`src/design/lbalu_pkg.sv`:
```
// package for the logic and bit operation datapath
// assumes an 8-bit core with a flags register and a 16-entry working file
package lbalu_pkg;

    // register bus map, byte addresses of aligned 32-bit words
    localparam logic [7:0] ADDR_CTRL    = 8'h00;
    localparam logic [7:0] ADDR_OPER    = 8'h04;
    localparam logic [7:0] ADDR_FLAGS   = 8'h08;
    localparam logic [7:0] ADDR_STATUS  = 8'h0C;
    localparam logic [7:0] ADDR_REGBASE = 8'h40;

    // control register fields
    localparam int CTRL_OP_LSB   = 0;
    localparam int CTRL_SRC_LSB  = 8;
    localparam int CTRL_BYTE_LSB = 16;

    // flags register address inside the core and flag positions
    localparam logic [7:0] FLAGS_CORE_ADDR = 8'hD5;
    localparam int FLAG_C = 7;
    localparam int FLAG_Z = 6;
    localparam int FLAG_S = 5;
    localparam int FLAG_V = 4;
    localparam int FLAG_D = 3;
    localparam int FLAG_H = 2;

    // opcodes
    localparam logic [7:0] OPC_AND_RR  = 8'h52;
    localparam logic [7:0] OPC_BAND    = 8'h67;
    localparam logic [7:0] OPC_BCP     = 8'h17;
    localparam logic [7:0] OPC_BINV    = 8'h57;
    localparam logic [7:0] OPC_BCLRSET = 8'h77;
    localparam logic [7:0] OPC_ADD_RR  = 8'h02;

    // reset values
    localparam logic [7:0] FLAGS_RST = 8'h00;
    localparam logic [7:0] REG_RST   = 8'h00;

    // an instruction stays busy this many cycles plus two after launch
    localparam int EXEC_CYCLES = 4;

    localparam logic [31:0] BUS_RST = 32'h0000_0000;
    localparam logic [1:0]  RESP_OK  = 2'b00;
    localparam logic [1:0]  RESP_ERR = 2'b10;

    // second instruction byte fields
    typedef struct packed {
        logic [3:0] regAddr;
        logic [2:0] bitIdx;
        logic       lsbSel;
    } lbalu_byte2_t;

endpackage

```
`src/design/lbalu_if.sv`:
```
// port bundle between the datapath and its working register file
// assumes one synchronous write port and one registered read port
`timescale 1ns/1ps
interface lbalu_if;
    logic [3:0] wrAddr;
    logic [7:0] wrData;
    logic       wrEn;
    logic [3:0] rdAddr;
    logic [7:0] rdData;
    modport core (output wrAddr, wrData, wrEn, rdAddr, input rdData);
    modport mem  (input wrAddr, wrData, wrEn, rdAddr, output rdData);
endinterface

```
`src/design/lbalu_regfile.sv`:
```
// sixteen-byte working register file with registered read data
// assumes one writer and synchronous reset
`timescale 1ns/1ps
module lbalu_regfile
    import lbalu_pkg::*;
(
    input  wire logic clk,
    input  wire logic rst,
    lbalu_if.mem      rf
);
    typedef struct packed {
        logic [15:0][7:0] mem;
        logic [7:0]       rdData;
    } lbalu_rf_t;

    lbalu_rf_t st;
    lbalu_rf_t next_st;

    // read is taken before the write lands so a read of the same entry sees old data
    always_comb begin
        next_st = st;
        next_st.rdData = st.mem[rf.rdAddr];
        if (rf.wrEn) begin
            next_st.mem[rf.wrAddr] = rf.wrData;
        end
    end

    always_ff @(posedge clk) begin
        if (rst) begin
            st.mem    <= {16{REG_RST}};
            st.rdData <= REG_RST;
        end else begin
            st <= next_st;
        end
    end

    assign rf.rdData = st.rdData;
endmodule

```
`src/design/lbalu_top.sv`:
```
// logic and single-bit operation datapath with an AXI4-Lite slave
// assumes a single clock, synchronous active-high reset, one master
`timescale 1ns/1ps
module lbalu_top
    import lbalu_pkg::*;
(
    input  wire logic        clk,
    input  wire logic        rst,
    input  wire logic [7:0]  s_axi_awaddr,
    input  wire logic        s_axi_awvalid,
    output logic             s_axi_awready,
    input  wire logic [31:0] s_axi_wdata,
    input  wire logic [3:0]  s_axi_wstrb,
    input  wire logic        s_axi_wvalid,
    output logic             s_axi_wready,
    output logic [1:0]       s_axi_bresp,
    output logic             s_axi_bvalid,
    input  wire logic        s_axi_bready,
    input  wire logic [7:0]  s_axi_araddr,
    input  wire logic        s_axi_arvalid,
    output logic             s_axi_arready,
    output logic [31:0]      s_axi_rdata,
    output logic [1:0]       s_axi_rresp,
    output logic             s_axi_rvalid,
    input  wire logic        s_axi_rready
);
    typedef enum {IDLE, RD_DST, RD_SRC, EXEC, DONE} lbalu_state_t;

    typedef struct packed {
        lbalu_state_t fsm;
        logic [7:0]   opcode;
        logic [7:0]   byte2;
        logic [3:0]   srcAddr;
        logic [7:0]   dstVal;
        logic [7:0]   srcVal;
        logic [7:0]   flags;
        logic         busy;
        logic         doneSticky;
        logic         badOp;
        logic [2:0]   waitCnt;
        logic         awHeld;
        logic [7:0]   awAddr;
        logic         wHeld;
        logic [31:0]  wData;
        logic [3:0]   wStrb;
        logic         bValid;
        logic [1:0]   bResp;
        logic         rValid;
        logic [31:0]  rData;
        logic [1:0]   rResp;
        logic         rdRegPend;
        logic         swWrEn;
        logic [3:0]   swWrAddr;
        logic [7:0]   swWrData;
        logic         wbEn;
        logic [3:0]   wbAddr;
        logic [7:0]   wbData;
        logic         awRdy;
        logic         wRdy;
        logic         arRdy;
    } lbalu_st_t;

    lbalu_st_t st;
    lbalu_st_t next_st;
    lbalu_byte2_t b2;
    logic [7:0] res;
    logic       writeBack;
    logic [7:0] newFlags;
    logic [3:0] rdSel;

    lbalu_if rfBus ();

    lbalu_regfile u_regfile (
        .clk (clk),
        .rst (rst),
        .rf  (rfBus.mem)
    );

    // true when a word address selects the register file window
    function automatic logic isRegWin(input logic [7:0] a);
        return a[7:6] == ADDR_REGBASE[7:6];
    endfunction

    // merge each strobed byte lane into a 32-bit word
    function automatic logic [31:0] strbMerge(input logic [31:0] old,
                                              input logic [31:0] nw,
                                              input logic [3:0] strb);
        logic [31:0] r;
        r = old;
        for (int i = 0; i < 4; i++) begin
            if (strb[i]) r[i*8 +: 8] = nw[i*8 +: 8];
        end
        return r;
    endfunction

    // operand split of the second byte
    assign b2 = lbalu_byte2_t'(st.byte2);

    // datapath result and flag update, used only in DONE
    always_comb begin
        res       = st.dstVal;
        writeBack = 1'b1;
        newFlags  = st.flags;
        case (st.opcode)
            OPC_AND_RR: begin
                res = st.dstVal & st.srcVal;
                newFlags[FLAG_Z] = (res == 8'h00);
                newFlags[FLAG_S] = res[7];
                newFlags[FLAG_V] = 1'b0;
            end
            OPC_BAND: begin
                if (!b2.lsbSel) begin
                    res[0] = st.dstVal[0] & st.srcVal[b2.bitIdx];
                end else begin
                    res[b2.bitIdx] = st.dstVal[b2.bitIdx]
                                     & st.srcVal[0];
                end
                // zero judged on the whole destination byte
                newFlags[FLAG_Z] = (res == 8'h00);
                newFlags[FLAG_S] = 1'b0;
            end
            OPC_BCP: begin
                writeBack = 1'b0;
                newFlags[FLAG_Z] = st.dstVal[0]
                                   == st.srcVal[b2.bitIdx];
                newFlags[FLAG_S] = 1'b0;
            end
            OPC_BINV: begin
                res[b2.bitIdx] = ~st.dstVal[b2.bitIdx];
                newFlags[FLAG_Z] = (res == 8'h00);
                newFlags[FLAG_S] = 1'b0;
            end
            OPC_BCLRSET: begin
                res[b2.bitIdx] = b2.lsbSel;
            end
            OPC_ADD_RR: begin
                res = 8'(st.dstVal + st.srcVal);
            end
            default: begin
                writeBack = 1'b0;
            end
        endcase
    end

    // register file read select: fsm in fetch and execute, software read in IDLE, write address otherwise
    always_comb begin
        case (st.fsm)
            RD_DST: rdSel = b2.regAddr;
            // source held through execute so its data stays put
            RD_SRC, EXEC: rdSel = st.srcAddr;
            default: rdSel = st.awAddr[5:2];
        endcase
        if (st.fsm == IDLE) rdSel = s_axi_araddr[5:2];
    end

    assign rfBus.rdAddr = rdSel;
    assign rfBus.wrEn   = st.wbEn | st.swWrEn;
    assign rfBus.wrAddr = st.wbEn ? st.wbAddr : st.swWrAddr;
    assign rfBus.wrData = st.wbEn ? st.wbData : st.swWrData;

    // next-state logic: bus slave and execution sequencer
    always_comb begin
        next_st = st;
        next_st.wbEn   = 1'b0;
        next_st.swWrEn = 1'b0;

        // write address and data are taken independently
        if (s_axi_awvalid && !st.awHeld) begin
            next_st.awHeld = 1'b1;
            next_st.awAddr = s_axi_awaddr;
        end
        if (s_axi_wvalid && !st.wHeld) begin
            next_st.wHeld = 1'b1;
            next_st.wData = s_axi_wdata;
            next_st.wStrb = s_axi_wstrb;
        end
        if (st.bValid && s_axi_bready) next_st.bValid = 1'b0;
        if (st.rValid && s_axi_rready) next_st.rValid = 1'b0;

        // writes are held off while an instruction runs
        if (st.awHeld && st.wHeld && !st.bValid && !st.busy) begin
            next_st.awHeld = 1'b0;
            next_st.wHeld  = 1'b0;
            next_st.bValid = 1'b1;
            next_st.bResp  = RESP_OK;
            if (st.awAddr == ADDR_CTRL) begin
                if (st.wStrb[0]) begin
                    next_st.opcode = st.wData[CTRL_OP_LSB +: 8];
                    next_st.busy   = 1'b1;
                    next_st.fsm    = RD_DST;
                    next_st.doneSticky = 1'b0;
                end
                if (st.wStrb[1]) begin
                    next_st.srcAddr = st.wData[CTRL_SRC_LSB +: 4];
                end
                if (st.wStrb[2]) begin
                    next_st.byte2 = st.wData[CTRL_BYTE_LSB +: 8];
                end
            end else if (st.awAddr == ADDR_FLAGS) begin
                next_st.flags = 8'(strbMerge({24'h0, st.flags},
                                             st.wData, st.wStrb));
            end else if (isRegWin(st.awAddr)) begin
                next_st.swWrEn   = st.wStrb[0];
                next_st.swWrAddr = st.awAddr[5:2];
                next_st.swWrData = st.wData[7:0];
            end else begin
                next_st.bResp = RESP_ERR;
            end
        end

        // reads: file window needs one extra cycle for registered data
        if (st.rdRegPend) begin
            next_st.rdRegPend = 1'b0;
            next_st.rValid    = 1'b1;
            next_st.rData     = {24'h0, rfBus.rdData};
        end else if (s_axi_arvalid && !st.rValid && st.fsm == IDLE) begin
            next_st.rResp = RESP_OK;
            if (isRegWin(s_axi_araddr)) begin
                next_st.rdRegPend = 1'b1;
            end else begin
                next_st.rValid = 1'b1;
                case (s_axi_araddr)
                    ADDR_CTRL:   next_st.rData = {8'h00, st.byte2,
                                                  4'h0, st.srcAddr,
                                                  st.opcode};
                    ADDR_FLAGS:  next_st.rData = {24'h0, st.flags};
                    ADDR_STATUS: next_st.rData = {29'h0, st.badOp,
                                                  st.doneSticky,
                                                  st.busy};
                    ADDR_OPER:   next_st.rData = {16'h0, st.srcVal,
                                                  st.dstVal};
                    default: begin
                        next_st.rData = BUS_RST;
                        next_st.rResp = RESP_ERR;
                    end
                endcase
            end
        end

        // sequencer: fetch dst, fetch src, execute, commit
        case (st.fsm)
            IDLE: begin
            end
            RD_DST: begin
                next_st.fsm = RD_SRC;
            end
            RD_SRC: begin
                next_st.dstVal = rfBus.rdData;
                next_st.fsm    = EXEC;
                next_st.waitCnt = 3'(EXEC_CYCLES - 2);
            end
            EXEC: begin
                next_st.srcVal = rfBus.rdData;
                if (st.waitCnt == 3'h0) next_st.fsm = DONE;
                else next_st.waitCnt = st.waitCnt - 3'h1;
            end
            DONE: begin
                // flags land at this edge, the result one edge later through wbEn
                next_st.wbEn   = writeBack;
                next_st.wbAddr = b2.regAddr;
                next_st.wbData = res;
                next_st.flags  = newFlags;
                next_st.badOp  = !(st.opcode inside {OPC_AND_RR,
                                   OPC_BAND, OPC_BCP, OPC_BINV,
                                   OPC_BCLRSET, OPC_ADD_RR});
                next_st.busy   = 1'b0;
                next_st.doneSticky = 1'b1;
                next_st.fsm    = IDLE;
            end
            default: next_st.fsm = IDLE;
        endcase

        // readies registered; reads stall while the sequencer owns the file
        next_st.awRdy = !next_st.awHeld;
        next_st.wRdy  = !next_st.wHeld;
        next_st.arRdy = !next_st.rValid && !next_st.rdRegPend
                        && next_st.fsm == IDLE;
    end

    always_ff @(posedge clk) begin
        if (rst) begin
            st <= '0;
            st.fsm <= IDLE;
            st.flags <= FLAGS_RST;
            st.awRdy <= 1'b1;
            st.wRdy  <= 1'b1;
            st.arRdy <= 1'b1;
        end else begin
            st <= next_st;
        end
    end

    // bus outputs straight from state flops
    assign s_axi_awready = st.awRdy;
    assign s_axi_wready  = st.wRdy;
    assign s_axi_bvalid  = st.bValid;
    assign s_axi_bresp   = st.bResp;
    assign s_axi_arready = st.arRdy;
    assign s_axi_rvalid  = st.rValid;
    assign s_axi_rdata   = st.rData;
    assign s_axi_rresp   = st.rResp;
endmodule

```
`config.mk`:
```
export PLATFORM = sky130hd
export DESIGN_NAME = lbalu_top
export DESIGN_NICKNAME = d
export VERILOG_FILES = /design/src/design/lbalu_pkg.sv /design/src/design/lbalu_if.sv /design/src/design/lbalu_regfile.sv /design/src/design/lbalu_top.sv
export SDC_FILE = /design/constraint.sdc
export NUM_CORES = 1
export LEC_CHECK = 0
export BUFFER_PORTS_ARGS = -buffer_cell sky130_fd_sc_hd__buf_2
export CELL_PAD_IN_SITES_DETAIL_PLACEMENT = 0
export CELL_PAD_IN_SITES_GLOBAL_PLACEMENT = 1
export CORE_UTILIZATION = 45
export DETAILED_ROUTE_END_ITERATION = 8
export GPL_TIMING_DRIVEN = 1
export MAX_ROUTING_LAYER = met4
export PLACE_DENSITY_LB_ADDON = 0.1
export REMOVE_ABC_BUFFERS = 1
export SLEW_MARGIN = 20
export SYNTH_ARGS = -nofsm -noshare
export SYNTH_HDL_FRONTEND = slang
export SYNTH_SLANG_ARGS = --single-unit
```
`constraint.sdc`:
```
create_clock -name clk -period 4.2 [get_ports clk]
set_input_delay 0.21 -clock clk [delete_from_list [all_inputs] [get_ports clk]]
set_output_delay 0.21 -clock clk [all_outputs]
set_load 0.02 [all_outputs]
```
=== Word level (Yosys, flattened, before mapping) ===
Index checks and enable logic that the tools add are counted.

* $add $sub $neg: 2
* Magnitude comparators: 5
* Equal/unequal tests: 22
* Multiplexer cells: 59
* Bitwise gates (word level): 12
* Reductions and logical operators: 59

{| class="wikitable"
|+ Operator list
! cell !! number
|-
| 128-bit bitwise mux || 1
|-
| 32-bit case mux with 4 select lines || 1
|-
| 52-bit 2-to-1 mux || 2
|-
| 32-bit zero test || 3
|-
| 24-bit case mux with 4 select lines || 1
|-
| 32-bit by 2-bit equality test with 1-bit output, second input constant || 2
|-
| 8-bit zero test || 5
|-
| 40-bit 2-to-1 mux || 1
|-
| 8-bit case mux with 5 select lines || 1
|-
| 37-bit 2-to-1 mux || 1
|-
| 36-bit 2-to-1 mux || 1
|-
| 35-bit 2-to-1 mux || 1
|-
| 7-bit 2-to-1 mux || 5
|-
| 33-bit 2-to-1 mux || 1
|-
| 8-bit binary-select mux with 4-bit select || 1
|-
| 8-bit demux with 4-bit select || 1
|-
| 32-bit by 1-bit equality test with 1-bit output, second input constant || 1
|-
| 32-bit by 3-bit equality test with 1-bit output, second input constant || 1
|-
| 8-bit by 7-bit equality test with 1-bit output, second input constant || 4
|-
| 32-bit 2-to-1 mux || 1
|-
| 8-bit 2-to-1 mux || 4
|-
| 8-bit bitwise mux || 3
|-
| 8-bit by 4-bit equality test with 1-bit output, second input constant || 3
|-
| 9-bit 2-to-1 mux || 2
|-
| other kinds (40) || 112
|}

* Register bits: 332
* Bits of input ports: 59
* Output and inout port bits: 41

=== Longest topological paths before layout ===
* Word-level depth: 10
* Depth in mapped cells: 12

=== By module ===
Synthesis repeated with hierarchy kept, for this count alone.

* Cells, all modules: 1542
* Area total of the unflattened synthesis: 14108.5 um^2

{| class="wikitable"
|+ Modules (own cells, without submodules)
! module !! instances !! cells an instance !! area an instance (um^2)
|-
| lbalu_top || 1 || 943 || 8142.8
|-
| lbalu_regfile || 1 || 599 || 5965.7
|}

=== Worst setup path before layout ===
Ideal clock, no wire load.

* Path type: register to register
* Start: register st[177] in the netlist's numbering
* End: register u_regfile.rf.rdData[1] (netlist name)
* Setup time: 0.130 ns
* Arrival: 2.829 ns
* Setup slack: 1.241 ns
* Cell stages (with the launch flop): 11
* Buffers on the path: 3
* Period minus slack after synthesis: 2.959 ns
* Cells stage by stage: dfxtp_1 or4_4 or4_1 buf_2 nor3_4 mux2i_1 buf_2 clkbuf_1 nand3_1 o211ai_1 nand4_1

* Word-level cells in the longest chain between the ends: 6

{| class="wikitable"
|+ RTL lines
! element !! RTL line !! source
|-
| start: declaration || lbalu_top.sv:63 || <nowiki>lbalu_st_t st;</nowiki>
|-
| start signal: assignment || lbalu_top.sv:289 || <nowiki>st <= next_st;</nowiki>
|-
| 32-bit by 2-bit equality test with 1-bit output || lbalu_top.sv:147 || <nowiki>case (st.fsm)</nowiki>
|-
| 2-bit OR reduction || lbalu_top.sv:147 ||
|-
| 4-bit case mux with 2 select lines || lbalu_top.sv:147 ||
|-
| 4-bit 2-to-1 mux * || lbalu_top.sv:153 || <nowiki>if (st.fsm == IDLE) rdSel = s_axi_araddr[5:2];</nowiki>
|-
| 8-bit binary-select mux with 4-bit select * || lbalu_regfile.sv:22 || <nowiki>next_st.rdData = st.mem[rf.rdAddr];</nowiki>
|-
| 8-bit 2-to-1 mux (not written as such) * || lbalu_regfile.sv:22 ||
|}

Every way passes the cells marked *; elsewhere a longest branch is shown, timed or not. The select of a mux whose other input is x is not followed.
A chain may end at the register's enable or synchronous reset.

=== Worst setup path in the final report ===
* Start: register st[181] in the netlist's numbering
* End: register u_regfile.rf.rdData[4] (netlist name)

* Word-level cells in the longest chain between the ends: 6

{| class="wikitable"
|+ RTL lines
! element !! RTL line
|-
| 32-bit by 2-bit equality test with 1-bit output || lbalu_top.sv:147
|-
| 2-bit OR reduction || lbalu_top.sv:147
|-
| 4-bit case mux with 2 select lines || lbalu_top.sv:147
|-
| 4-bit 2-to-1 mux * || lbalu_top.sv:153
|-
| 8-bit binary-select mux with 4-bit select * || lbalu_regfile.sv:22
|-
| 8-bit 2-to-1 mux (not written as such) * || lbalu_regfile.sv:22
|}

Marks and branches as above.

==> tab_implementation.tex <==
\begin{tabular}{lr}
\hline
Metric & Value \\
\hline
\multicolumn{2}{l}{\textbf{Die}} \\
\quad Height of the die & 178 um \\
\quad Row count & 64 \\
\quad Effective utilization at floorplan & 45.8\% \\
\quad Count of boundary I/O pins & 100 \\
\quad Chip width & 178 um \\
\quad Core area & 0.0306 mm2 \\
\quad DIE AREA & 0.0318 mm2 \\
\multicolumn{2}{l}{\textbf{Clock tree}} \\
\quad Clock tree buffer depth & 3 \\
\quad Clock latency reported for the late side of the worst-skew pair & 520 ps \\
\quad Clock tree from TritonCTS & built \\
\quad Root Buffer & clkbuf\_16 \\
\quad Total clock sinks & 309 \\
\quad Number of buffers created by CTS & 35 \\
\quad Post-CTS Repair Setup Buffers & 0 \\
\quad CTS H-tree lvls & 2 \\
\quad Clock transition at the registers of the reported paths & 60 ps \\
\multicolumn{2}{l}{\textbf{Timing}} \\
\quad Clock Skews & 20.2 ps \\
\quad RSZ-0062 raised after global routing & no \\
\quad Final max-slew violation count & 0 \\
\quad Worst Max-Slew Pin Slew & 1100 ps \\
\quad Worst slew margin relative to its limit & 26.6\% \\
\quad Fmax & 286 MHz \\
\quad Setup TNS Final & 0 ps \\
\quad Final count of negative-setup-slack endpoints & 0 \\
\quad Final setup slack of the worst path & 703 ps \\
\quad Crit path time final & 3500 ps \\
\quad Hold violation total from the final report & 0 \\
\quad Final worst path period share & 83.3\% \\
\multicolumn{2}{l}{\textbf{Global route}} \\
\quad Wire length of the first global-routing pass & 63900 um \\
\quad Largest net degree at the start of global routing & 114 \\
\quad Grt total ovfl & 0 \\
\quad Total global routing track utilization & 26.6\% \\
\quad Antenna violations before repair & 0 \\
\quad Via count of the first global-routing pass & 11381 \\
\multicolumn{2}{l}{\textbf{Worst setup path}} \\
\quad Most numerous cell on the critical path & or4\_1 \\
\quad Critical path launch point type & flip-flop \\
\quad Data required, critical path & 4580 ps \\
\quad Category of the critical setup timing path & reg -> reg \\
\quad Highest net fanout along the worst path & 17 \\
\quad Arr. time, crit path & 3880 ps \\
\quad Count of buffering cells on the critical path with inverters included & 1 \\
\quad Delay of the slowest cell on the worst path & 740 ps \\
\quad Ordered cell list for the critical path & or4\_1 > or4\_1 > nor3\_4 > mux2i\_4 > buf\_4 > nand3\_1 > o211ai\_1 > nand4\_1 \\
\quad Kind of capture point of the worst setup path & flip-flop \\
\quad Highest-delay cell along the critical path & or4\_1 \\
\quad Kind of cell adding the most delay to the critical path & simple AND/OR/NAND/NOR gates \\
\multicolumn{2}{l}{\textbf{Hold path}} \\
\quad Path type of the worst min-delay path & in -> reg \\
\multicolumn{2}{l}{\textbf{Synth}} \\
\quad Count of warnings emitted by yosys & 0 \\
\quad Count of flip-flops with a built-in enable after synthesis & 0 \\
\quad Share of async-settable or async-resettable flops after synthesis & 0\% \\
\quad Seq cells post-synth & 309 \\
\quad Per-instance average area after synthesis & 8.32 um2 \\
\quad Post-Syn Area & 0.0140 mm2 \\
\quad Most common flop cell mapped by yosys & dfxtp\_1 \\
\quad Mapped Cells & 1682 \\
\quad Register area share after synthesis & 44.2\% \\
\quad Synth unique cells & 74 \\
\multicolumn{2}{l}{\textbf{Routing}} \\
\quad Vias post-DR & 12021 \\
\quad Mean routed wirelength per cell & 18.6 um \\
\quad Remaining antenna violation count after routing & 0 \\
\quad Total iterations of the first detailed-routing run & 5 \\
\quad Vias per std cell & 5.55 \\
\quad Drt total wl & 40400 um \\
\quad DR iter-0 viols & 816 \\
\quad Number of remaining DRC errors & 0 \\
\multicolumn{2}{l}{\textbf{Layout}} \\
\quad Layout net count & 1816 \\
\quad Layout cell share with drive strength beyond 1 & 12.2\% \\
\quad Area added between synthesis and finish & 14.7\% \\
\quad Count of antenna diodes in the layout & 0 \\
\quad Highest-count cells in the layout ignoring fill and taps & nor2\_1, dfxtp\_1, a21oi\_1 \\
\quad Most common library cell in the layout ignoring fill and taps & nor2\_1 \\
\multicolumn{2}{l}{\textbf{Place}} \\
\quad HPWL Detailed & 28200 um \\
\quad Port Buffers & 76 \\
\quad Worst slack at placement & 716 ps \\
\quad Global placement routability congestion & 0.912 \\
\multicolumn{2}{l}{\textbf{Pwr}} \\
\quad P\_leak & 6.13 nW \\
\quad Total power per unit cell area & 388 mW/mm2 \\
\quad Worst vdd ir & 0.293 mV \\
\multicolumn{2}{l}{\textbf{Outcome}} \\
\quad Run status & finished clean \\
\multicolumn{2}{l}{\textbf{Run}} \\
\quad Max-cap violations & 0 \\
\hline
\end{tabular}
final cells by class:
class | instances | area, um2
timing repair buffer | 151 | 1050
inverter | 22 | 82.6
multi-input combinational | 1226 | 7120
sequential | 309 | 6190
fill | 2991 | 14500
tap | 396 | 495
clock inverter | 8 | 58.8
clock buffer | 55 | 1060
final timing paths:
| path | startpoint | to | slack, ps | depth (start not counted) |
|---|---|---|---|---|
| max reg2reg | st[181] | u_regfile.rf.rdData[4] | 700 | 8 |
| min reg2reg | s_axi_rdata[12] | s_axi_rdata[12] | 450 | 2 |
| min | s_axi_araddr[6] | st[29] | 30 | 3 |
| max | st[181] | u_regfile.rf.rdData[4] | 700 | 8 |
stage by stage:
stage / cells / total power [mW] / hold WS (ps) / util (%) / instance area [um2]
floorplan: 1557 / 3.18 / 279 / - / 13400
global placement: 2070 / 3.31 / 440 / 47.7 / 14600
detailed placement: 2070 / 3.31 / 443 / 47.7 / 14600
CTS: 2167 / 6.30 / 4.25 / 52.5 / 16100
global route: 2167 / 6.45 / 44.1 / 52.5 / 16100
finish: 2167 / 6.23 / 31.8 / 52.5 / 16100
worst register-to-register path, stage by stage, from the launching register on:
cell,delay (ps)
dfxtp_1,290
or4_1,560
or4_1,740
nor3_4,450
mux2i_4,560
buf_4,290
nand3_1,90
o211ai_1,240
nand4_1,140
state kept, by name (all words and copies together) (netlist names):
register             count
s_axi_rresp              1
s_axi_rdata             24
s_axi_bvalid             1
b2                       8
u_regfile.rf.rdData      8
s_axi_awready            1
s_axi_rvalid             1
newFlags                 5
s_axi_wready             1
s_axi_arready            1
st                     129
s_axi_bresp              1
u_regfile.st           128
where the power goes:
group	internal [mW]	switching (mW)
sequential	2.97	0.0341
combinational	0.101	0.165
clock	1.75	1.21
total	4.83	1.41
layer usage:
metal	vias up	part of all wire, %	track usage, %
met2	274	48	43.4
met3	74	3.9	3.13
met4	0	3.0	9.04
met5	-	0	-
li1	6006	-	-
met1	5667	45	33.9
what timing repair did:
item,in CTS,in global routing
hold endpoints to repair,36,0
hold buffers,34,0
resized for setup,0,0
Yosys cell counts (19+ instances only):
master    instances  area, um2
nor2_1          311       1170
dfxtp_1         309       6190
a21oi_1         150        751
nand2_1         142        533
clkbuf_1        109        409
a211oi_1         83        623
mux2i_1          81        811
o21ai_0          49        245
nand3_1          45        225
nor3_1           44        220
buf_4            38        285
o211ai_1         30        225
mux2_2           24        270
inv_1            22       82.6
and3_1           19        119
cells by family after synthesis:
kind of cell               synth area share, %
xor gates and xnor gates                 0.438
buffers and inverters                     6.20
DFF                                       44.2
muxes                                     8.31
and+or+nand+nor                           21.4
adders and majority gates                 1.13
other                                   0.0268
AOI/OAI and AO/OA                         18.3
No activity file was read; power rests on OpenSTA's default activity.
